### config.mk
export PLATFORM = sky130hd
export DESIGN_NAME = record_path_alc_control
export DESIGN_NICKNAME = d
export VERILOG_FILES = /design/src/rtl/record_path_pkg.sv /design/src/rtl/record_path_alc_control.sv
export VERILOG_INCLUDE_DIRS = /design/src /design/src/rtl
export SDC_FILE = /design/constraint.sdc
export NUM_CORES = 2
export LEC_CHECK = 0
export ABC_AREA = 0
export BUFFER_PORTS_ARGS = -buffer_cell sky130_fd_sc_hd__buf_2
export CAP_MARGIN = 20
export CORE_ASPECT_RATIO = 0.5
export CORE_UTILIZATION = 65
export CTS_CLUSTER_DIAMETER = 50
export DETAILED_ROUTE_END_ITERATION = 10
export GPL_TIMING_DRIVEN = 0
export PLACE_DENSITY_LB_ADDON = 0.1
export SYNTH_ARGS = -nofsm -noshare
export SYNTH_HDL_FRONTEND = slang
export SYNTH_HIERARCHICAL = 1
export SYNTH_SLANG_ARGS = --single-unit
### constraint.sdc
create_clock -name clk_i -period 25.7 [get_ports clk_i]
set_input_delay 3.855 -clock clk_i [delete_from_list [all_inputs] [get_ports clk_i]]
set_output_delay 3.855 -clock clk_i [all_outputs]
set_load 0.1 [all_outputs]
### src/rtl/record_path_map.svh
// Register indices, field positions, reset values and constants.
`ifndef RECORD_PATH_MAP_SVH
`define RECORD_PATH_MAP_SVH
`define SAMPLE_W 24
`define GAIN_W 10
`define FIFO_DEPTH 8
`define PLL_IDX 16'h4002
`define JACK_IDX 16'h4008
`define LDIFF_IDX 16'h400E
`define RDIFF_IDX 16'h400F
`define BIAS_IDX 16'h4010
`define ALC0_IDX 16'h4011
`define ALC1_IDX 16'h4012
`define ALC2_IDX 16'h4013
`define ALC3_IDX 16'h4014
`define CONV0_IDX 16'h4017
`define ADCCTL_IDX 16'h4019
`define LVOL_IDX 16'h401A
`define RVOL_IDX 16'h401B
`define PLL_RST 16'h1000
`define PLL_INT_12M288 16'h2001
`define PLL_INT_24M576 16'h1001
`define DIFF_RST 8'h00
`define ADCCTL_RST 8'h23
`define ZERO8 8'h00
`define JACK_FUNC_LSB 4
`define JACK_FUNC_DMIC 2'h2
`define DIFF_EN_BIT 0
`define BIAS_EN_BIT 0
`define BIAS_BOOST_BIT 2
`define BIAS_HP_BIT 3
`define OSR_BIT 3
`define ADC_LEN_BIT 0
`define ADC_REN_BIT 1
`define DMIC_SEL_BIT 2
`define HPF_EN_BIT 5
`define HPF_SHIFT 12
`define HPF_ACC_W 36
`define HOLD_CNT_W 16
`endif

### src/rtl/record_path_pkg.sv
// Types shared by the record path control logic.
package record_path_pkg;
	typedef logic signed [23:0] sample_type;
	typedef struct packed {
		sample_type left;
		sample_type right;
	} stereo_sample_type;
	typedef enum logic [2:0] {
		alc_off = 3'b000,
		alc_right = 3'b001,
		alc_left = 3'b010,
		alc_stereo = 3'b011
	} alc_mode_type;
	typedef enum logic [1:0] {
		st_idle = 2'b00,
		st_attack = 2'b01,
		st_hold = 2'b10,
		st_decay = 2'b11
	} alc_state_type;
endpackage

### src/rtl/record_path_alc_control.sv
// Record path control: registers, input select, filtering, level control.
// How it works
// - Integer PLL at 48 kHz: 12.288 MHz uses integer 4, 24.576 MHz 2.
// - Bit 0 of each differential volume register enables that channel's PROGRAMMABLE_INPUT_AMPLIFIER.
// - Jack pin function code 10 disables detection; with ADC control bit 2 set it also enables digital mic.
// - Digital mic in use forces serial port master, bit clock feeds mic.
// - Input select feeds mic or ADC samples to decimation, never both.
// - ADC samples are 24-bit; converter bit 3 picks 64 or 128 oversampling.
// - Each channel is attenuated by its own digital volume register.
// - DC blocking high-pass is on after reset and can be switched off.
// - Level control measures ADC output and steers PROGRAMMABLE_INPUT_AMPLIFIER gain continuously.
// - Level control moves gain in fine steps, one per sample.
// - Level control acts only on channels whose differential PROGRAMMABLE_INPUT_AMPLIFIER is on.
// - Level control settings live in registers 0x4011 through 0x4014.
// - Select field picks left, right or stereo; stereo uses larger level.
// - Four-bit target sets the level the control aims for.
// - Bias register gives enable, high performance and 0.65/0.90 boost.
// - Gain rises only after level stays below target for the hold time.
`timescale 1ns/1ps
`include "record_path_map.svh"

// ----------------------------------------------------------------------
// Sample FIFO
// ----------------------------------------------------------------------
module sample_fifo #(
	parameter int WIDTH = 48,
	parameter int DEPTH = `FIFO_DEPTH
) (
	input wire logic clk_i,
	input wire logic rst_i,
	input wire logic in_valid_i,
	output logic in_ready_o,
	input wire logic [WIDTH-1:0] in_data_i,
	output logic out_valid_o,
	input wire logic out_ready_i,
	output logic [WIDTH-1:0] out_data_o
);
	localparam int AW = $clog2(DEPTH);
	logic [WIDTH-1:0] mem [DEPTH];
	logic [AW-1:0] wr_ptr_reg;
	logic [AW-1:0] rd_ptr_reg;
	logic [AW:0] count_reg;
	logic push;
	logic pop;

	assign in_ready_o = count_reg != DEPTH[AW:0];
	assign out_valid_o = count_reg != '0;
	assign push = in_valid_i & in_ready_o;
	assign pop = out_valid_o & out_ready_i;
	assign out_data_o = mem[rd_ptr_reg];

	always_ff @(posedge clk_i) begin
		if (push) begin
			mem[wr_ptr_reg] <= in_data_i;
		end
	end

	always_ff @(posedge clk_i) begin
		if (rst_i) begin
			wr_ptr_reg <= '0;
			rd_ptr_reg <= '0;
			count_reg <= '0;
		end else begin
			if (push) begin
				wr_ptr_reg <= AW'(wr_ptr_reg + 1'b1);
			end
			if (pop) begin
				rd_ptr_reg <= AW'(rd_ptr_reg + 1'b1);
			end
			if (push & ~pop) begin
				count_reg <= (AW+1)'(count_reg + 1'b1);
			end else if (pop & ~push) begin
				count_reg <= (AW+1)'(count_reg - 1'b1);
			end
		end
	end
endmodule

// ----------------------------------------------------------------------
// Top level
// ----------------------------------------------------------------------
module record_path_alc_control (
	input wire logic clk_i,
	input wire logic rst_i,
	input wire logic cyc_i,
	input wire logic stb_i,
	input wire logic we_i,
	input wire logic [31:0] adr_i,
	input wire logic [3:0] sel_i,
	input wire logic [31:0] dat_i,
	output logic [31:0] dat_o,
	output logic ack_o,
	input wire logic adc_valid_i,
	output logic adc_ready_o,
	input wire record_path_pkg::stereo_sample_type adc_data_i,
	input wire logic dmic_valid_i,
	output logic dmic_ready_o,
	input wire record_path_pkg::stereo_sample_type dmic_data_i,
	output logic rec_valid_o,
	input wire logic rec_ready_i,
	output record_path_pkg::stereo_sample_type rec_data_o,
	output logic [`GAIN_W-1:0] left_pga_gain_o,
	output logic [`GAIN_W-1:0] right_pga_gain_o,
	output logic left_diff_amp_enable_o,
	output logic right_diff_amp_enable_o,
	output logic jack_detect_enable_o,
	output logic digital_mic_active_o,
	output logic serial_port_master_o,
	output logic oversample_128_o,
	output logic left_adc_enable_o,
	output logic right_adc_enable_o,
	output logic mic_bias_enable_o,
	output logic mic_bias_boost_o,
	output logic mic_bias_high_perf_o,
	output logic [1:0] pll_input_divider_o,
	output logic [3:0] pll_integer_o,
	output logic pll_fractional_o,
	output logic pll_enable_o
);
	// --------------------------------------------------------------
	// Functions
	// --------------------------------------------------------------
	function automatic logic [22:0] magnitude(input logic [23:0] s);
		magnitude = s[23] ? 23'(~s + 24'h000001) : s[22:0];
	endfunction

	function automatic logic [23:0] attenuate(input logic [23:0] s,
		input logic [7:0] vol);
		logic signed [33:0] p;
		p = $signed(s) * $signed({1'b0, 9'h100 - {1'b0, vol}});
		attenuate = p[31:8];
	endfunction

	// --------------------------------------------------------------
	// Register bus
	// --------------------------------------------------------------
	logic [15:0] pll_reg;
	logic [7:0] jack_reg, ldiff_reg, rdiff_reg, bias_reg;
	logic [7:0] alc_reg [4];
	logic [7:0] conv0_reg, adcctl_reg, lvol_reg, rvol_reg;
	logic ack_reg;
	logic [31:0] dat_reg;
	logic [15:0] idx;
	logic wr;
	logic [31:0] rd_next;

	assign idx = adr_i[17:2];
	assign wr = cyc_i & stb_i & we_i & ~ack_reg;
	assign ack_o = ack_reg;
	assign dat_o = dat_reg;

	always_comb begin
		rd_next = 32'h00000000;
		case (idx)
			`PLL_IDX: rd_next[15:0] = pll_reg;
			`JACK_IDX: rd_next[7:0] = jack_reg;
			`LDIFF_IDX: rd_next[7:0] = ldiff_reg;
			`RDIFF_IDX: rd_next[7:0] = rdiff_reg;
			`BIAS_IDX: rd_next[7:0] = bias_reg;
			`ALC0_IDX: rd_next[7:0] = alc_reg[0];
			`ALC1_IDX: rd_next[7:0] = alc_reg[1];
			`ALC2_IDX: rd_next[7:0] = alc_reg[2];
			`ALC3_IDX: rd_next[7:0] = alc_reg[3];
			`CONV0_IDX: rd_next[7:0] = conv0_reg;
			`ADCCTL_IDX: rd_next[7:0] = adcctl_reg;
			`LVOL_IDX: rd_next[7:0] = lvol_reg;
			`RVOL_IDX: rd_next[7:0] = rvol_reg;
			default: rd_next = 32'h00000000;
		endcase
		if (idx == `ALC3_IDX + 16'h0001) begin
			rd_next[`GAIN_W-1:0] = left_pga_gain_o;
			rd_next[`GAIN_W+15:16] = right_pga_gain_o;
		end
	end

	always_ff @(posedge clk_i) begin
		if (rst_i) begin
			ack_reg <= 1'b0;
			dat_reg <= 32'h00000000;
		end else begin
			ack_reg <= cyc_i & stb_i & ~ack_reg;
			if (cyc_i & stb_i & ~we_i & ~ack_reg) begin
				dat_reg <= rd_next;
			end
		end
	end

	// Only lane 0 carries these 8-bit registers; lane 1 the PLL high byte.
	always_ff @(posedge clk_i) begin
		if (rst_i) begin
			pll_reg <= `PLL_RST;
			jack_reg <= `ZERO8;
			ldiff_reg <= `DIFF_RST;
			rdiff_reg <= `DIFF_RST;
			bias_reg <= `ZERO8;
			conv0_reg <= `ZERO8;
			adcctl_reg <= `ADCCTL_RST;
			lvol_reg <= `ZERO8;
			rvol_reg <= `ZERO8;
			for (int i = 0; i < 4; i++) begin
				alc_reg[i] <= `ZERO8;
			end
		end else if (wr & sel_i[0]) begin
			case (idx)
				`PLL_IDX: pll_reg[7:0] <= dat_i[7:0];
				`JACK_IDX: jack_reg <= dat_i[7:0];
				`LDIFF_IDX: ldiff_reg <= dat_i[7:0];
				`RDIFF_IDX: rdiff_reg <= dat_i[7:0];
				`BIAS_IDX: bias_reg <= dat_i[7:0];
				`ALC0_IDX: alc_reg[0] <= dat_i[7:0];
				`ALC1_IDX: alc_reg[1] <= dat_i[7:0];
				`ALC2_IDX: alc_reg[2] <= dat_i[7:0];
				`ALC3_IDX: alc_reg[3] <= dat_i[7:0];
				`CONV0_IDX: conv0_reg <= dat_i[7:0];
				`ADCCTL_IDX: adcctl_reg <= dat_i[7:0];
				`LVOL_IDX: lvol_reg <= dat_i[7:0];
				`RVOL_IDX: rvol_reg <= dat_i[7:0];
				default: ;
			endcase
		end
		if (!rst_i && wr && sel_i[1] && idx == `PLL_IDX) begin
			pll_reg[15:8] <= dat_i[15:8];
		end
	end

	// --------------------------------------------------------------
	// Static controls
	// --------------------------------------------------------------
	logic dmic_pin, dmic_on, hpf_on;

	// Fraction terms are not held: integer mode ignores them.
	assign pll_input_divider_o = pll_reg[10:9];
	assign pll_integer_o = pll_reg[14:11];
	assign pll_fractional_o = pll_reg[8];
	assign pll_enable_o = pll_reg[0];
	assign left_diff_amp_enable_o = ldiff_reg[`DIFF_EN_BIT];
	assign right_diff_amp_enable_o = rdiff_reg[`DIFF_EN_BIT];
	assign dmic_pin = jack_reg[`JACK_FUNC_LSB+1:`JACK_FUNC_LSB] ==
		`JACK_FUNC_DMIC;
	assign jack_detect_enable_o = ~dmic_pin;
	assign dmic_on = dmic_pin & adcctl_reg[`DMIC_SEL_BIT];
	assign digital_mic_active_o = dmic_on;
	assign serial_port_master_o = dmic_on;
	assign oversample_128_o = conv0_reg[`OSR_BIT];
	assign left_adc_enable_o = adcctl_reg[`ADC_LEN_BIT];
	assign right_adc_enable_o = adcctl_reg[`ADC_REN_BIT];
	assign hpf_on = adcctl_reg[`HPF_EN_BIT];
	assign mic_bias_enable_o = bias_reg[`BIAS_EN_BIT];
	assign mic_bias_boost_o = bias_reg[`BIAS_BOOST_BIT];
	assign mic_bias_high_perf_o = bias_reg[`BIAS_HP_BIT];

	// --------------------------------------------------------------
	// Sample path
	// --------------------------------------------------------------
	record_path_pkg::stereo_sample_type src, filt, out_s;
	logic src_valid, fifo_ready, take;
	logic signed [`HPF_ACC_W-1:0] lacc_reg, racc_reg;

	// The shared decimator sees exactly one source at a time.
	assign src = dmic_on ? dmic_data_i : adc_data_i;
	assign src_valid = dmic_on ? dmic_valid_i : adc_valid_i;
	assign adc_ready_o = fifo_ready & ~dmic_on;
	assign dmic_ready_o = fifo_ready & dmic_on;
	assign take = src_valid & fifo_ready;

	// First-order DC blocker; shift 12 puts the corner near 2 Hz at 48 kHz.
	assign filt.left = hpf_on ? 24'(src.left - lacc_reg[35:12]) : src.left;
	assign filt.right = hpf_on ? 24'(src.right - racc_reg[35:12]) :
		src.right;
	assign out_s.left = attenuate(filt.left, lvol_reg);
	assign out_s.right = attenuate(filt.right, rvol_reg);

	always_ff @(posedge clk_i) begin
		if (rst_i || !hpf_on) begin
			lacc_reg <= '0;
			racc_reg <= '0;
		end else if (take) begin
			lacc_reg <= lacc_reg + `HPF_ACC_W'(filt.left);
			racc_reg <= racc_reg + `HPF_ACC_W'(filt.right);
		end
	end

	sample_fifo #(
		.WIDTH(2 * `SAMPLE_W),
		.DEPTH(`FIFO_DEPTH)
	) fifo_inst (
		.clk_i(clk_i),
		.rst_i(rst_i),
		.in_valid_i(src_valid),
		.in_ready_o(fifo_ready),
		.in_data_i(out_s),
		.out_valid_o(rec_valid_o),
		.out_ready_i(rec_ready_i),
		.out_data_o(rec_data_o)
	);

	// --------------------------------------------------------------
	// Level control
	// --------------------------------------------------------------
	record_path_pkg::alc_mode_type mode;
	record_path_pkg::alc_state_type state_reg, state_next;
	logic [3:0] target;
	logic [3:0] hold_sel;
	logic [`GAIN_W-1:0] gain_max;
	logic [`GAIN_W-1:0] gain_reg;
	logic [`HOLD_CNT_W-1:0] hold_cnt_reg;
	logic [`HOLD_CNT_W-1:0] hold_len;
	logic [22:0] lmag, rmag, level;
	logic alc_on, over, l_alc, r_alc;

	assign mode = record_path_pkg::alc_mode_type'(alc_reg[0][2:0]);
	assign gain_max = {alc_reg[0][5:3], 7'h7F};
	assign target = alc_reg[1][3:0];
	assign hold_sel = alc_reg[2][7:4];
	assign hold_len = `HOLD_CNT_W'(1) << hold_sel;
	assign lmag = magnitude(filt.left);
	assign rmag = magnitude(filt.right);
	always_comb begin
		case (mode)
			record_path_pkg::alc_left: level = lmag;
			record_path_pkg::alc_right: level = rmag;
			record_path_pkg::alc_stereo: level = lmag > rmag ? lmag :
				rmag;
			default: level = 23'h000000;
		endcase
	end
	assign alc_on = mode == record_path_pkg::alc_left ||
		mode == record_path_pkg::alc_right ||
		mode == record_path_pkg::alc_stereo;
	assign over = level[22:19] > target;

	always_comb begin
		state_next = state_reg;
		case (state_reg)
			record_path_pkg::st_idle:
				state_next = over ? record_path_pkg::st_attack :
					record_path_pkg::st_hold;
			record_path_pkg::st_attack:
				if (!over) begin
					state_next = record_path_pkg::st_hold;
				end
			record_path_pkg::st_hold:
				if (over) begin
					state_next = record_path_pkg::st_attack;
				end else if (hold_cnt_reg >= hold_len) begin
					state_next = record_path_pkg::st_decay;
				end
			record_path_pkg::st_decay:
				if (over) begin
					state_next = record_path_pkg::st_attack;
				end
			default: state_next = record_path_pkg::st_idle;
		endcase
	end

	always_ff @(posedge clk_i) begin
		if (rst_i || !alc_on) begin
			state_reg <= record_path_pkg::st_idle;
			hold_cnt_reg <= '0;
		end else if (take && !dmic_on) begin
			state_reg <= state_next;
			if (state_next == record_path_pkg::st_hold) begin
				hold_cnt_reg <= `HOLD_CNT_W'(hold_cnt_reg + 1'b1);
			end else begin
				hold_cnt_reg <= '0;
			end
		end
	end

	// Gain starts from the left volume setting so enabling is click free for the left channel.
	always_ff @(posedge clk_i) begin
		if (rst_i || !alc_on) begin
			gain_reg <= {ldiff_reg[7:2], 4'h0};
		end else if (take && !dmic_on) begin
			if (state_reg == record_path_pkg::st_attack &&
				gain_reg != '0) begin
				gain_reg <= `GAIN_W'(gain_reg - 1'b1);
			end else if (state_reg == record_path_pkg::st_decay &&
				gain_reg < gain_max) begin
				gain_reg <= `GAIN_W'(gain_reg + 1'b1);
			end
		end
	end

	assign l_alc = alc_on && mode != record_path_pkg::alc_right &&
		left_diff_amp_enable_o;
	assign r_alc = alc_on && mode != record_path_pkg::alc_left &&
		right_diff_amp_enable_o;
	assign left_pga_gain_o = l_alc ? gain_reg :
		{ldiff_reg[7:2], 4'h0};
	assign right_pga_gain_o = r_alc ? gain_reg :
		{rdiff_reg[7:2], 4'h0};
endmodule

==> impl_metrics.tcl <==
set metrics [dict create \
    status "complete, no violations" \
    syn2layout_area_growth_pct 10.5 \
    grt_max_degree 26 \
    synthCells 4827 \
    fin_skew_ns 0.0313 \
    period_needed_ns 13.52 \
    setup_viol 0 \
    seq_area_frac_synth_pct 35.1 \
    ir_worst_vdd_v 0.0000723 \
    cellLeakagePower_nw 22.9 \
    slew_headroom_pct 1.56 \
    cp-endpoint "fifo_inst/mem[0][23]" \
    ys_types 118 \
    ant_nets 0 \
    cts_tree "built" \
    port_buffers 252 \
    clock_latency_ns 0.66 \
    vias 38609 \
    synth-adder-area-share_pct 22.2 \
    yosysWarnings 6 \
    clock-sinks 636 \
    synth_top_family_by_area "adder cells" \
    worst-setup-path-type "input pin to register" \
    cp_max_fo 8 \
    hold_class "register to register" \
    largest_reg_flops 384 \
    timing.final.ws_setup_ns 12.18 \
    viasPerCell 6.21 \
    grt_pass1_wl_um 221000 \
    die_x_um 389 \
    drt-total-wl_um 144000 \
    fmax_mhz 74.0 \
    cts_setup_buffers 0 \
    critPathCaptureType "register" \
    ys_dominant_reg_cell "edfxtp_1" \
    crit_required_ns 26.03 \
    die-area_mm2 0.0759 \
    synth-xor-area-share_pct 3.83 \
    ys_ff_latch 636 \
    synth_mux_area_share_pct 7.43 \
    dieHeight_um 195 \
    coreArea_mm2 0.0735 \
    gr-total-overflow 0 \
    crit_start "adc_data_i[0]" \
    wl_per_cell_um 23.1 \
    drv_cap 0 \
    fin_nets 6019 \
    cts_made_buffers 59 \
    start_util_pct 66.1 \
    avgSynthCellArea_um2 10.1 \
    clk_pin_slew_ns 0.07 \
    cp-start-kind "input pin" \
    cp_slowest_cell "xnor2_1" \
    synth_edf_count 430 \
    rr_endpoint "hold_cnt_reg[8]" \
    synth_simple_gate_area_share_pct 15.1 \
    drtIter0Drc 3634 \
    io_pins 295 \
    final_cell_mix "nand2_1 (575), inv_1 (516), nor2_1 (502), edfxtp_1 (430), fa_1 (346)" \
    max_stage_delay_ns 0.70 \
    cpMostUsedCell "fa_1" \
    root_buffer "clkbuf_16" \
    antenna_found_initial 2 \
    final_core_util_pct 73.1 \
    rows 70 \
    worstPathArrival_ns 13.84 \
    firstDrtPassIters 6 \
    rr_startpoint "jack_reg[4]" \
    synth_area_mm2 0.0486 \
    gp_congestion 1.01 \
    fin_cells 6219 \
    grt_pass1_vias 38541 \
    grtUsageTotal_pct 38.1 \
    ctsResizeCount 0 \
    final_common_cell "nand2_1" \
    synth-compound-area-share_pct 10.2 \
    dp_hpwl_um 109000 \
    hold_viol_final 0 \
    place_ws_ns 11.73 \
    timing.setup.tns_ns 0 \
    period_share_pct 52.6 \
    slew_violations 0 \
    powerDensity_mw_per_mm2 112 \
    drcViolationCount 0 \
    clockBufferDepth 3 \
    timing.reg2reg.setup_slack_ns 12.52 \
    total_power_mw 6.01 \
    ctsHoldBuffers 0 \
    htree_levels 2 \
    placed_cells 6098 \
    drive_gt1_share_pct 13.1 \
    worst_slew_pin_slew_ns 1.48 \
    reg2reg_depth 47 \
    async_flop_share_pct 0 \
    grt_setup_unrepaired "false" \
]
## metrics by stage
stage,cell area (um2),hold slack (ns)
finish,53700,0.450
global route,53700,0.481
CTS,53600,0.454
detailed placement,51600,0.445
global placement,51100,0.439
floorplan,48600,0.436
## cell usage after synthesis (23+ instances only)
library cell  number  area share, %
buf_2             23           0.24
nor2_1           505            3.9
or3_1             33           0.42
and2_1            63           0.81
nand4_1           37           0.48
clkbuf_1         156            1.2
mux2_2            28           0.65
ha_1             307            7.9
a21oi_1          247            2.5
o21ai_0           98            1.0
a31oi_1           32           0.41
xor2_1            54           0.97
inv_1            516            4.0
edfxtp_1         430             27
nor2b_1           41           0.53
nor3_1            70           0.72
nand3_1          111            1.1
xnor2_1          154            2.8
nand2b_1          44           0.57
a22oi_1           44           0.68
mux2_4            40            1.2
dfxtp_1          206            8.5
mux4_2            93            4.3
nand2_1          575            4.4
o21a_1            42           0.65
a21o_1            78            1.2
fa_1             346             14
mux2i_1           51            1.1
## worst min-delay path by stage
| stage | startpoint | depth (start not counted) | endpoint | slack, ns |
|---|---|---|---|---|
| floorplan | bias_reg[1] | 2 | bias_reg[1] | 0.44 |
| CTS | dat_o[16] | 2 | dat_o[16] | 0.45 |
| detailed placement | dat_o[16] | 2 | dat_o[16] | 0.44 |
| global route | pll_reg[7] | 2 | pll_reg[7] | 0.48 |
| finish | dat_o[16] | 2 | dat_o[16] | 0.45 |
| global placement | dat_o[12] | 2 | dat_o[12] | 0.44 |
## cell families after synthesis
logic type / after synthesis
fa+ha+maj: 654
simple gates: 1613
flops: 636
other cells: 1
compound gates: 756
mux: 216
xor+xnor: 210
buf+inv: 741
## layer usage
layer,GRT usage (%),vias to the layer above,wire length [um]
met2,59.7,2032,64200
met5,0,-,11
met3,9.01,361,15200
met1,51.2,18847,57900
li1,-,17367,-
met4,16.3,2,6550
## cell type report
| cell class | count | area (um2) |
|---|---|---|
| buffer | 213 | 1020 |
| multi-input combinational | 3455 | 28600 |
| sequential | 636 | 17000 |
| timing repair buffer | 301 | 1780 |
| clock buffer | 76 | 1640 |
| inverter | 528 | 1980 |
| tap | 972 | 1220 |
| clock inverter | 35 | 359 |
| antenna | 3 | 7.51 |
| fill | 5290 | 19800 |
## power by group
part	switching (mW)	internal [mW]
Clock	0.424	0.492
Sequential	0.0630	1.35
Combinational	2.43	1.26
## worst max-delay path: cells and delay by family
| family | cells | cell delay (ns) |
|---|---|---|
| adders and majority gates | 8 | 3.53 |
| and+or+nand+nor | 6 | 0.91 |
| xor gates and xnor gates | 2 | 0.84 |
| buffers and inverters | 7 | 0.99 |
| AOI/OAI and AO/OA | 12 | 3.36 |
| muxes | 1 | 0.34 |
(Power assumes the default switching activity.)
